`src/common/tiu_pkg.sv`:
```
package tiu_pkg;
	localparam logic [1:0]  TIU_PRIV_M = 2'h3;
	localparam logic [1:0]  TIU_PRIV_U = 2'h0;
	localparam logic [4:0]  TIU_ID_NMI = 5'h1F;
	localparam logic [4:0]  TIU_ID_FAST0 = 5'h10;
	localparam logic [4:0]  TIU_ID_EXT = 5'h0B;
	localparam logic [4:0]  TIU_ID_TMR = 5'h07;
	localparam logic [4:0]  TIU_ID_SW = 5'h03;
	localparam logic [7:0]  TIU_BOOT_LOW = 8'h80;
	localparam logic [31:0] TIU_CAUSE_LINTG = 32'hFFFFFFE0;
	localparam logic [31:0] TIU_CAUSE_XNMI = 32'h00008000;
	localparam logic [31:0] TIU_IRQ_FLAG = 32'h80000000;
	localparam logic [4:0]  TIU_EXC_IFAULT = 5'h01;
	localparam logic [4:0]  TIU_EXC_ILLEGAL = 5'h02;
	localparam logic [4:0]  TIU_EXC_BREAK = 5'h03;
	localparam logic [4:0]  TIU_EXC_LFAULT = 5'h05;
	localparam logic [4:0]  TIU_EXC_SFAULT = 5'h07;
	localparam logic [4:0]  TIU_EXC_ENVIRONMENT_CALL_U = 5'h08;
	localparam logic [4:0]  TIU_EXC_ENVIRONMENT_CALL_M = 5'h0B;
	// register port indices
	localparam logic [2:0]  TIU_A_STATUS = 3'h0;
	localparam logic [2:0]  TIU_A_IENABLE = 3'h1;
	localparam logic [2:0]  TIU_A_VBASE = 3'h2;
	localparam logic [2:0]  TIU_A_RETPC = 3'h3;
	localparam logic [2:0]  TIU_A_CAUSE = 3'h4;
	localparam logic [2:0]  TIU_A_TVAL = 3'h5;
	localparam logic [2:0]  TIU_A_PEND = 3'h6;
	localparam logic [2:0]  TIU_A_CTRL = 3'h7;
	// status fields
	localparam int TIU_ST_GIE = 3;
	localparam int TIU_ST_PIE = 7;
	localparam int TIU_ST_PP = 11;
	// pending/enable bit positions
	localparam int TIU_B_SW = 3;
	localparam int TIU_B_TMR = 7;
	localparam int TIU_B_EXT = 11;
	localparam int TIU_B_FAST = 16;
endpackage : tiu_pkg

```
`src/tiu_core.sv`:
```
// Our own choices: the strobed register port and the placing of the registers.
`timescale 1ns/10ps
module tiu_core
	import tiu_pkg::*;
#(
	parameter int NUM_FAST = 15
) (
	input  wire logic        sys_clk_i,
	input  wire logic        nrst_i,
	input  wire logic [31:0] boot_addr_i,
	input  wire logic        nonmask_irq_in_i,
	input  wire logic [14:0] irq_fast_i,
	input  wire logic        irq_ext_i,
	input  wire logic        irq_timer_i,
	input  wire logic        irq_soft_i,
	input  wire logic        debug_mode_i,
	input  wire logic        exc_i,
	input  wire logic [4:0]  exc_cause_i,
	input  wire logic [31:0] exc_tval_i,
	input  wire logic [31:0] cur_pc_i,
	input  wire logic        trap_ret_i,
	input  wire logic        load_intg_err_i,
	input  wire logic [31:0] load_addr_i,
	input  wire logic [2:0]  reg_addr_i,
	input  wire logic [31:0] reg_wdata_i,
	input  wire logic        reg_we_i,
	input  wire logic        reg_re_i,
	output logic      [31:0] reg_rdata_o,
	output logic             redirect_o,
	output logic      [31:0] fetch_addr_o,
	output logic      [1:0]  priv_o,
	output logic             double_fault_o
);
	initial begin
		if (NUM_FAST != 15) $error("tiu_core: NUM_FAST must be 15");
	end

	////////////////////////////////////////////////////////////////////////////
	logic [31:0] vbase_reg, retpc_reg, cause_reg, tval_reg, ien_reg;
	logic        gie_reg, pie_reg, nmi_act_reg, exc_seen_reg, dflt_seen_reg;
	logic [1:0]  priv_reg, pp_reg;
	logic [31:0] bk_retpc_reg, bk_cause_reg;
	logic        bk_pie_reg;
	logic [1:0]  bk_pp_reg;
	logic        int_irq_reg;
	logic [31:0] int_tval_reg;
	logic        boot_reg;

	// pending view excludes the nonmask line
	wire [31:0] pend_w = {1'b0, irq_fast_i, 4'h0, irq_ext_i, 3'h0,
	                      irq_timer_i, 3'h0, irq_soft_i, 3'h0};
	wire [31:0] live_w = pend_w & ien_reg & {32{gie_reg}};
	// debug and nonmask handler both mute every source
	wire        mute_w = debug_mode_i | nmi_act_reg;
	wire        nmi_w  = ~mute_w & (nonmask_irq_in_i | int_irq_reg);

	// fast first, lowest fast first, then standard order ext, sw, timer
	logic [4:0] irq_id_w;
	logic       irq_any_w;
	always_comb begin
		irq_id_w  = TIU_ID_EXT;
		irq_any_w = 1'b0;
		if (live_w[TIU_B_TMR]) begin
			irq_id_w  = TIU_ID_TMR;
			irq_any_w = 1'b1;
		end
		if (live_w[TIU_B_SW]) begin
			irq_id_w  = TIU_ID_SW;
			irq_any_w = 1'b1;
		end
		if (live_w[TIU_B_EXT]) begin
			irq_id_w  = TIU_ID_EXT;
			irq_any_w = 1'b1;
		end
		for (int i = NUM_FAST - 1; i >= 0; i--) begin
			if (live_w[TIU_B_FAST + i]) begin
				irq_id_w  = TIU_ID_FAST0 + 5'(i);
				irq_any_w = 1'b1;
			end
		end
	end

	// exceptions are never masked; they win over interrupts in the same cycle
	wire take_exc_w = exc_i;
	wire take_nmi_w = ~exc_i & nmi_w;
	wire take_irq_w = ~exc_i & ~nmi_w & irq_any_w & ~mute_w;
	wire take_w     = take_exc_w | take_nmi_w | take_irq_w;
	wire dfault_w   = exc_i & exc_seen_reg;

	wire [31:0] nmi_cause_w = nonmask_irq_in_i ? TIU_CAUSE_XNMI : TIU_CAUSE_LINTG;
	wire [31:0] new_cause_w = take_exc_w ? {27'h0, exc_cause_i} :
	                          take_nmi_w ? nmi_cause_w : (TIU_IRQ_FLAG | {27'h0, irq_id_w});
	wire [4:0]  vec_id_w    = take_nmi_w ? TIU_ID_NMI : irq_id_w;
	wire [31:0] vec_w       = take_exc_w ? vbase_reg :
	                          vbase_reg + {25'h0, vec_id_w, 2'b00};

	wire sw_we_w = reg_we_i;
	wire [31:0] status_w = 32'(gie_reg) << TIU_ST_GIE | 32'(pie_reg) << TIU_ST_PIE |
	                       32'(pp_reg) << TIU_ST_PP;
	logic [31:0] rd_w;
	always_comb begin
		case (reg_addr_i)
			TIU_A_STATUS:  rd_w = status_w;
			TIU_A_IENABLE: rd_w = ien_reg;
			TIU_A_VBASE:   rd_w = vbase_reg;
			TIU_A_RETPC:   rd_w = retpc_reg;
			TIU_A_CAUSE:   rd_w = cause_reg;
			TIU_A_TVAL:    rd_w = tval_reg;
			TIU_A_PEND:    rd_w = pend_w;
			TIU_A_CTRL:    rd_w = {30'h0, dflt_seen_reg, exc_seen_reg};
			default:       rd_w = 32'h0;
		endcase
	end

	////////////////////////////////////////////////////////////////////////////
	always_ff @(posedge sys_clk_i) begin
		if (!nrst_i) begin
			gie_reg <= 1'b0;
			ien_reg <= 32'h0;
			pie_reg <= 1'b0;
			pp_reg <= TIU_PRIV_M;
			priv_reg <= TIU_PRIV_M;
			vbase_reg <= 32'h0;
			retpc_reg <= 32'h0;
			cause_reg <= 32'h0;
			tval_reg <= 32'h0;
			nmi_act_reg <= 1'b0;
			exc_seen_reg <= 1'b0;
			dflt_seen_reg <= 1'b0;
			double_fault_o <= 1'b0;
			bk_retpc_reg <= 32'h0;
			bk_cause_reg <= 32'h0;
			bk_pie_reg <= 1'b0;
			bk_pp_reg <= TIU_PRIV_M;
			int_irq_reg <= 1'b0;
			int_tval_reg <= 32'h0;
			boot_reg <= 1'b1;
			redirect_o <= 1'b0;
			fetch_addr_o <= 32'h0;
			reg_rdata_o <= 32'h0;
		end else begin
			boot_reg <= 1'b0;
			reg_rdata_o <= reg_re_i ? rd_w : 32'h0;
			redirect_o <= boot_reg | take_w | trap_ret_i;
			double_fault_o <= dfault_w;
			if (sw_we_w && reg_addr_i == TIU_A_STATUS) begin
				gie_reg <= reg_wdata_i[TIU_ST_GIE];
				pie_reg <= reg_wdata_i[TIU_ST_PIE];
				pp_reg <= reg_wdata_i[TIU_ST_PP+:2] == TIU_PRIV_U ? TIU_PRIV_U : TIU_PRIV_M;
			end
			if (sw_we_w && reg_addr_i == TIU_A_IENABLE)
				ien_reg <= reg_wdata_i & 32'hFFFF0888;
			if (sw_we_w && reg_addr_i == TIU_A_VBASE)
				vbase_reg <= reg_wdata_i;
			if (sw_we_w && reg_addr_i == TIU_A_RETPC)
				retpc_reg <= reg_wdata_i;
			// software write to the flag leaves the output pulse alone
			if (sw_we_w && reg_addr_i == TIU_A_CTRL)
				dflt_seen_reg <= reg_wdata_i[1];
			// integrity error latched; set beats the entry clear
			if (take_nmi_w && !nonmask_irq_in_i)
				int_irq_reg <= 1'b0;
			if (load_intg_err_i) begin
				int_irq_reg <= 1'b1;
				int_tval_reg <= load_addr_i;
			end
			if (boot_reg) begin
				vbase_reg <= boot_addr_i;
				fetch_addr_o <= {boot_addr_i[31:8], TIU_BOOT_LOW};
			end else if (take_w) begin
				bk_retpc_reg <= retpc_reg;
				bk_cause_reg <= cause_reg;
				bk_pie_reg <= pie_reg;
				bk_pp_reg <= pp_reg;
				retpc_reg <= cur_pc_i;
				pie_reg <= gie_reg;
				pp_reg <= priv_reg;
				gie_reg <= 1'b0;
				priv_reg <= TIU_PRIV_M;
				cause_reg <= new_cause_w;
				tval_reg <= take_exc_w ? exc_tval_i :
				            (take_nmi_w && !nonmask_irq_in_i) ? int_tval_reg : 32'h0;
				fetch_addr_o <= vec_w;
				if (take_nmi_w)
					nmi_act_reg <= 1'b1;
				if (take_exc_w)
					exc_seen_reg <= 1'b1;
				if (dfault_w)
					dflt_seen_reg <= 1'b1;
			end else if (trap_ret_i) begin
				fetch_addr_o <= retpc_reg;
				gie_reg <= pie_reg;
				priv_reg <= pp_reg;
				pie_reg <= 1'b1;
				pp_reg <= TIU_PRIV_U;
				exc_seen_reg <= 1'b0;
				// leaving a nonmask handler restores return pc, cause, pie and pp from the hidden copies; tval is not restored
				if (nmi_act_reg) begin
					nmi_act_reg <= 1'b0;
					retpc_reg <= bk_retpc_reg;
					cause_reg <= bk_cause_reg;
					pie_reg <= bk_pie_reg;
					pp_reg <= bk_pp_reg;
				end
			end
		end
	end

	assign priv_o = priv_reg;
endmodule : tiu_core

```
`config.mk`:
```
export PLATFORM = sky130hd
export DESIGN_NAME = tiu_core
export DESIGN_NICKNAME = d
export VERILOG_FILES = /design/src/common/tiu_pkg.sv /design/src/tiu_core.sv
export SDC_FILE = /design/constraint.sdc
export NUM_CORES = 1
export LEC_CHECK = 0
export BUFFER_PORTS_ARGS = -buffer_cell sky130_fd_sc_hd__buf_4
export CAP_MARGIN = 20
export CORE_ASPECT_RATIO = 0.75
export CORE_MARGIN = 3
export CORE_UTILIZATION = 30
export DETAILED_ROUTE_END_ITERATION = 7
export PLACE_DENSITY = 0.55
export SYNTH_ARGS = -nofsm -noshare
export SYNTH_HDL_FRONTEND = slang
export SYNTH_SLANG_ARGS = --single-unit
```
`constraint.sdc`:
```
create_clock -name sys_clk_i -period 3.8 [get_ports sys_clk_i]
set_input_delay 0.76 -clock sys_clk_i [delete_from_list [all_inputs] [get_ports sys_clk_i]]
set_output_delay 0.76 -clock sys_clk_i [all_outputs]
set_load 0.05 [all_outputs]
```
* After elaboration in Yosys (flattened, before gate mapping)
Cells that the tools add are included.
Storage, ports and cells: flip-flop bits (word level) 323, output and inout bits 68, logic and storage cells 162
Cells by class: $add $sub $neg 1, bitwise gates (word level) 21, reduce and logical (&&, ||, !) cells 21, multiplexer cells 86, equal/unequal tests 9
Operators by type and width (count):
- 32-bit two-way mux | 19
- 32-bit case mux with 8 select lines | 1
- 5-bit two-way mux | 16
- 31-bit AND | 2
- 1-bit two-way mux | 39
- 32-bit by 7-bit adder with 32-bit output | 1
- 2-bit two-way mux | 8
- 8-bit by 13-bit bitwise OR with 13-bit output | 1
- 3-bit == test (second input constant) | 4
- 4-bit two-way mux | 3
- 3-bit AND reduction | 3
- 4-bit by 8-bit bitwise OR with 8-bit output | 1
- 2-bit nonzero test | 4
- 1-bit AND | 6
- 3-bit by 2-bit == test with 1-bit output (second input constant) | 2
- 1-bit logical AND | 6
- 1-bit bitwise OR | 6
- 2-bit AND reduction | 3
- 1-bit NOT | 5
- 2-bit != test (second input constant) | 2
- 3-bit by 1-bit == test with 1-bit output (second input constant) | 1
- 3-bit logical NOT | 1
- 3-bit nonzero test | 1
- 2-bit logical NOT | 1
- other kinds (2) | 2

* Logic depth before layout (Yosys ltp)
depth after elaboration 25, depth in mapped cells 16

* Least setup slack after synthesis
No wires, ideal clock.
path kind input-to-reg, from input port debug_mode_i, to register fetch_addr_o[16], arrival 3.429 ns, buffers on the path 2, slack 0.249 ns, cell stages on the path 15, library setup time 0.122 ns, data required time 3.678 ns, path through or2_0 -> clkbuf_1 -> or3_1 -> clkbuf_1 -> nand2_1 -> ha_1 -> inv_1 -> fa_1 -> nor2b_1 -> o31a_1 -> o21ai_0 -> or3_1 -> xnor2_1 -> o21ai_0 -> a21oi_1
Between the ends: longest elaborated chain between the ends 10, elaborated cells between the ends (all ways) 16
RTL lines:
- start: declaration | line tiu_core.sv:16 | input wire logic debug_mode_i,
- 1-bit bitwise OR (*) | line tiu_core.sv:54 | wire mute_w = debug_mode_i | nmi_act_reg;
- 1-bit NOT (*) | line tiu_core.sv:55, tiu_core.sv:86
- parallel branches: the longest is 8 deep, another holds 32-bit by 7-bit adder with 32-bit output
- end signal: assignment | line tiu_core.sv:169 | fetch_addr_o <= {boot_addr_i[31:8], TIU_BOOT_LOW};
- end signal: assignment | line tiu_core.sv:183 | fetch_addr_o <= vec_w;
- end signal: assignment | line tiu_core.sv:191 | fetch_addr_o <= retpc_reg;
- end: declaration | line tiu_core.sv:30 | output logic [31:0] fetch_addr_o,
Every way passes the cells marked *. A chain may end at the register's enable or synchronous reset.

* Worst setup path after layout
from register ien_reg[29], to register fetch_addr_o[28]
Between the ends: longest elaborated chain between the ends 21, elaborated cells between the ends (all ways) 39
RTL lines:
- start: declaration | line tiu_core.sv:39 | logic [31:0] vbase_reg, retpc_reg, cause_reg, tval_reg, ien_reg;
- start signal: assignment | line tiu_core.sv:152 | ien_reg <= reg_wdata_i & 32'hFFFF0888;
- 31-bit AND (*) (2 in a row) | line tiu_core.sv:52 | wire [31:0] live_w = pend_w & ien_reg & {32{gie_reg}};
- 5-bit two-way mux or 1-bit two-way mux (tied branches) (14 in a row) | line tiu_core.sv:76 | if (live_w[TIU_B_FAST + i]) begin
- 5-bit two-way mux or 1-bit AND (tied branches) | line tiu_core.sv:93, tiu_core.sv:86
- 32-bit by 7-bit adder with 32-bit output or 1-bit AND (tied branches) | line tiu_core.sv:95, tiu_core.sv:86
- 32-bit two-way mux or 1-bit bitwise OR (tied branches) | line tiu_core.sv:94, tiu_core.sv:87
- 32-bit two-way mux | line tiu_core.sv:170 | end else if (take_w) begin
- 32-bit two-way mux | line tiu_core.sv:167 | if (boot_reg) begin
Every way passes the cells marked *; elsewhere a longest branch is shown, timed or not.

==> results.sh <==
export IMPL_outcome="finished, final reports clean"
export IMPL_wire_per_inst_um=23.1
export IMPL_clock_path_buffers=3
export IMPL_critPathLaunchType="flop"
export IMPL_synth_top_cell_area_share_pct=43.9
export IMPL_worst_slew_pin_slew_ps=951
export IMPL_clk_latency_ps=530
export IMPL_syn_to_final_growth_pct=28.5
export IMPL_maxCapViolCount=0
export IMPL_dieWidth_um=262
export IMPL_yosys_area_top_type="dfxtp_1"
export IMPL_viasPerCell=5.53
export IMPL_routabilityCongestion=0.890
export IMPL_leakage_nw=7.40
export IMPL_fmax_mhz=288
export IMPL_drtPass1Iterations=7
export IMPL_synth_cell_area_mm2=0.0147
export IMPL_tritoncts="yes"
export IMPL_grt_antenna_before_repair=4
export IMPL_yosysSeqAreaShare_pct=43.9
export IMPL_synthTopCellsByCount="dfxtp_1 (323), nand2_1 (247), a21oi_1 (200)"
export IMPL_grt_overflow=0
export IMPL_avgSynthCellArea_um2=8.23
export IMPL_diodes=0
export IMPL_crit_slowest_cell="fa_1"
export IMPL_crit_fanout=7
export IMPL_whs_ps=451
export IMPL_setup_worst_path_end_class="flop"
export IMPL_grt_max_degree=87
export IMPL_slowest_delay_ps=380
export IMPL_crit_buf_inv=2
export IMPL_crit_path_frequent_cell="nand2_1"
export IMPL_crit_chain="nand2_1 -> a32o_1 -> a31oi_1 -> buf_4 -> a2bb2oi_1 -> o21ai_0 -> nand2_1 -> ha_1 -> inv_1 -> fa_1 -> nor2b_1 -> o31a_1 -> nor2_2 -> nor3_1 -> xnor2_1 -> a211o_1 -> a21oi_1"
export IMPL_grt_setup_unrepaired="no"
export IMPL_synth_cell_types=70
export IMPL_cts_buffers_inserted=36
export IMPL_place_hpwl_mm=45.4
export IMPL_cts_sinks=323
export IMPL_htreeDepth=2
export IMPL_clock_skew_ps=13.7
export IMPL_grt_pass1_vias=14447
export IMPL_nNetsFinal=2236
export IMPL_relSlewSlack_pct=36.6
export IMPL_yosysWarningCount=0
export IMPL_layout_min_cycle_time_ps=3470
export IMPL_slew_violations=0
export IMPL_drtIter0Drc=1332
export IMPL_ys_ff_latch=323
export IMPL_io_buffers=262
export IMPL_netlist_top_cells_area="dfxtp_1 (44%), a21oi_1 (6.8%), nand2_1 (6.3%)"
export IMPL_ir_drop_v=0.000250
export IMPL_power_total_mw=8.79
export IMPL_dpl_cell_area_mm2=0.0177
export IMPL_yosys_most_used_dff="dfxtp_1"
export IMPL_yosysMostFrequentCell="dfxtp_1"
export IMPL_grt_first_pass_wirelength_mm=91.3
export IMPL_cp_required_ps=4260
export IMPL_grt_use_total_pct=23.3
export IMPL_num_rows=69
export IMPL_final_cell_area_mm2=0.0189
export IMPL_clk_pin_slew_ps=60
export IMPL_async_flop_share_pct=0
export IMPL_synth_cells=1789
export IMPL_synthesis_nets=1990
export IMPL_vias=14900
export IMPL_multiInputGateArea_mm2=0.00767
export IMPL_ant_nets=0
export IMPL_drc_errors=0
export IMPL_worst_setup_path_type="flop to flop"
export IMPL_register_area_mm2=0.00647
export IMPL_fin_crit_sh_pct=91.4
export IMPL_die_h_um=198
export IMPL_num_fill_cells=4916
export IMPL_cts_root_buf="clkbuf_16"
export IMPL_io_pins=263
export IMPL_drive_gt1_share_pct=22.6
export IMPL_drt_wl_total_mm=62.3
export IMPL_power_density_mw_per_mm2=465
export IMPL_cp_arrival_ps=3930
export IMPL_crit_family="compound AO/OA/AOI/OAI gates"
export IMPL_core_area_mm2=0.0479
export IMPL_hold_viol=0
export IMPL_initial_utilization_pct=30.7
export IMPL_die_area_mm2=0.0518
export IMPL_min_path_type="flop to flop"
export IMPL_synth_edff_count=0
export IMPL_setup_viol=0
layout by cell type (no fill, tap or decap), types with 15 or more instances in the layout:
cell type,n
a21oi_1,200
a221oi_1,44
a22oi_1,52
a31oi_1,19
and2_1,31
buf_4,348
clkbuf_16,37
dfxtp_1,322
mux2_2,37
mux2i_1,86
nand2_1,246
nand3_1,15
nor2_1,173
nor3_1,55
o21ai_0,129
o21ai_1,23
o22ai_1,26
or3_1,20
logic make-up (layout without fill, tap and decap cells):
kind of cell / after synthesis / in the layout / share of synthesized area, %
buf+inv: 160 / 427 / 4.33
fa+ha+maj: 6 / 6 / 0.561
mux: 123 / 123 / 8.68
flops: 323 / 323 / 43.9
simple gates: 579 / 579 / 17.0
xor+xnor: 23 / 23 / 1.37
compound gates: 575 / 575 / 24.1
worst register-to-register path, cell delays in order (launching register included):
cell and delay (ps):
dfxtp_1 330, nand2_1 50, a32o_1 250, a31oi_1 160
buf_4 150, a2bb2oi_1 280, o21ai_0 130, nand2_1 110
ha_1 170, inv_1 60, fa_1 380, nor2b_1 170
o31a_1 240, nor2_2 150, nor3_1 240, xnor2_1 90
a211o_1 300, a21oi_1 150
stage by stage:
step / TNS (ps) / cells / utilization [%] / setup WS (ps)
final: 0 / 2695 / 39.5 / 328
after global routing: 0 / 2695 / 39.5 / 80.3
after CTS: 0 / 2695 / 39.5 / 284
after detailed placement: -2040 / 2636 / 36.9 / -233
after global placement: -1060 / 2636 / 36.9 / -208
after floorplan: 0 / 1789 / - / 249
per-layer routing:
metal / global-route usage, % / vias to the layer above / part of all wire, %
met3: 4.56 / 97 / 8.8
met2: 34.8 / 656 / 43
met5: 0 / - / 0.031
met4: 6.57 / 4 / 2.7
met1: 33.9 / 7244 / 45
li1: - / 6899 / -
layout make-up:
cell class | instances | area share (%)
timing repair buffer | 353 | 14.3
inverter | 15 | 0.311
tap | 639 | 4.23
clock inverter | 11 | 1.01
multi-input combinational | 1306 | 40.5
sequential | 323 | 34.2
clock buffer | 48 | 5.43
worst paths after layout:
check | startpoint | end | slack [ps] | cells past startpoint
max | ien_reg[29]$_SDFFE_PN0P_ | fetch_addr_o[28]$_SDFFE_PN0P_ | 330 | 17
min | bk_retpc_reg[8]$_SDFFE_PN0P_ | bk_retpc_reg[8]$_SDFFE_PN0P_ | 450 | 2
max reg2reg | ien_reg[29]$_SDFFE_PN0P_ | fetch_addr_o[28]$_SDFFE_PN0P_ | 330 | 17
min reg2reg | bk_retpc_reg[8]$_SDFFE_PN0P_ | bk_retpc_reg[8]$_SDFFE_PN0P_ | 450 | 2
what timing repair did:
item / CTS / global route
buffers inserted: 0 / 0
endpoints found under the setup margin: 0 / 3
hold endpoints to repair: 0 / 0
gates resized for setup: 0 / 4
hold buffers: 0 / 0
power by group:
part	internal, mW	switching [mW]	total (mW)
clock network	2.23	1.45	3.69
registers	3.58	0.198	3.78
logic	0.520	0.805	1.32
total	6.33	2.45	8.79
Power figures use the tool's default switching activity.
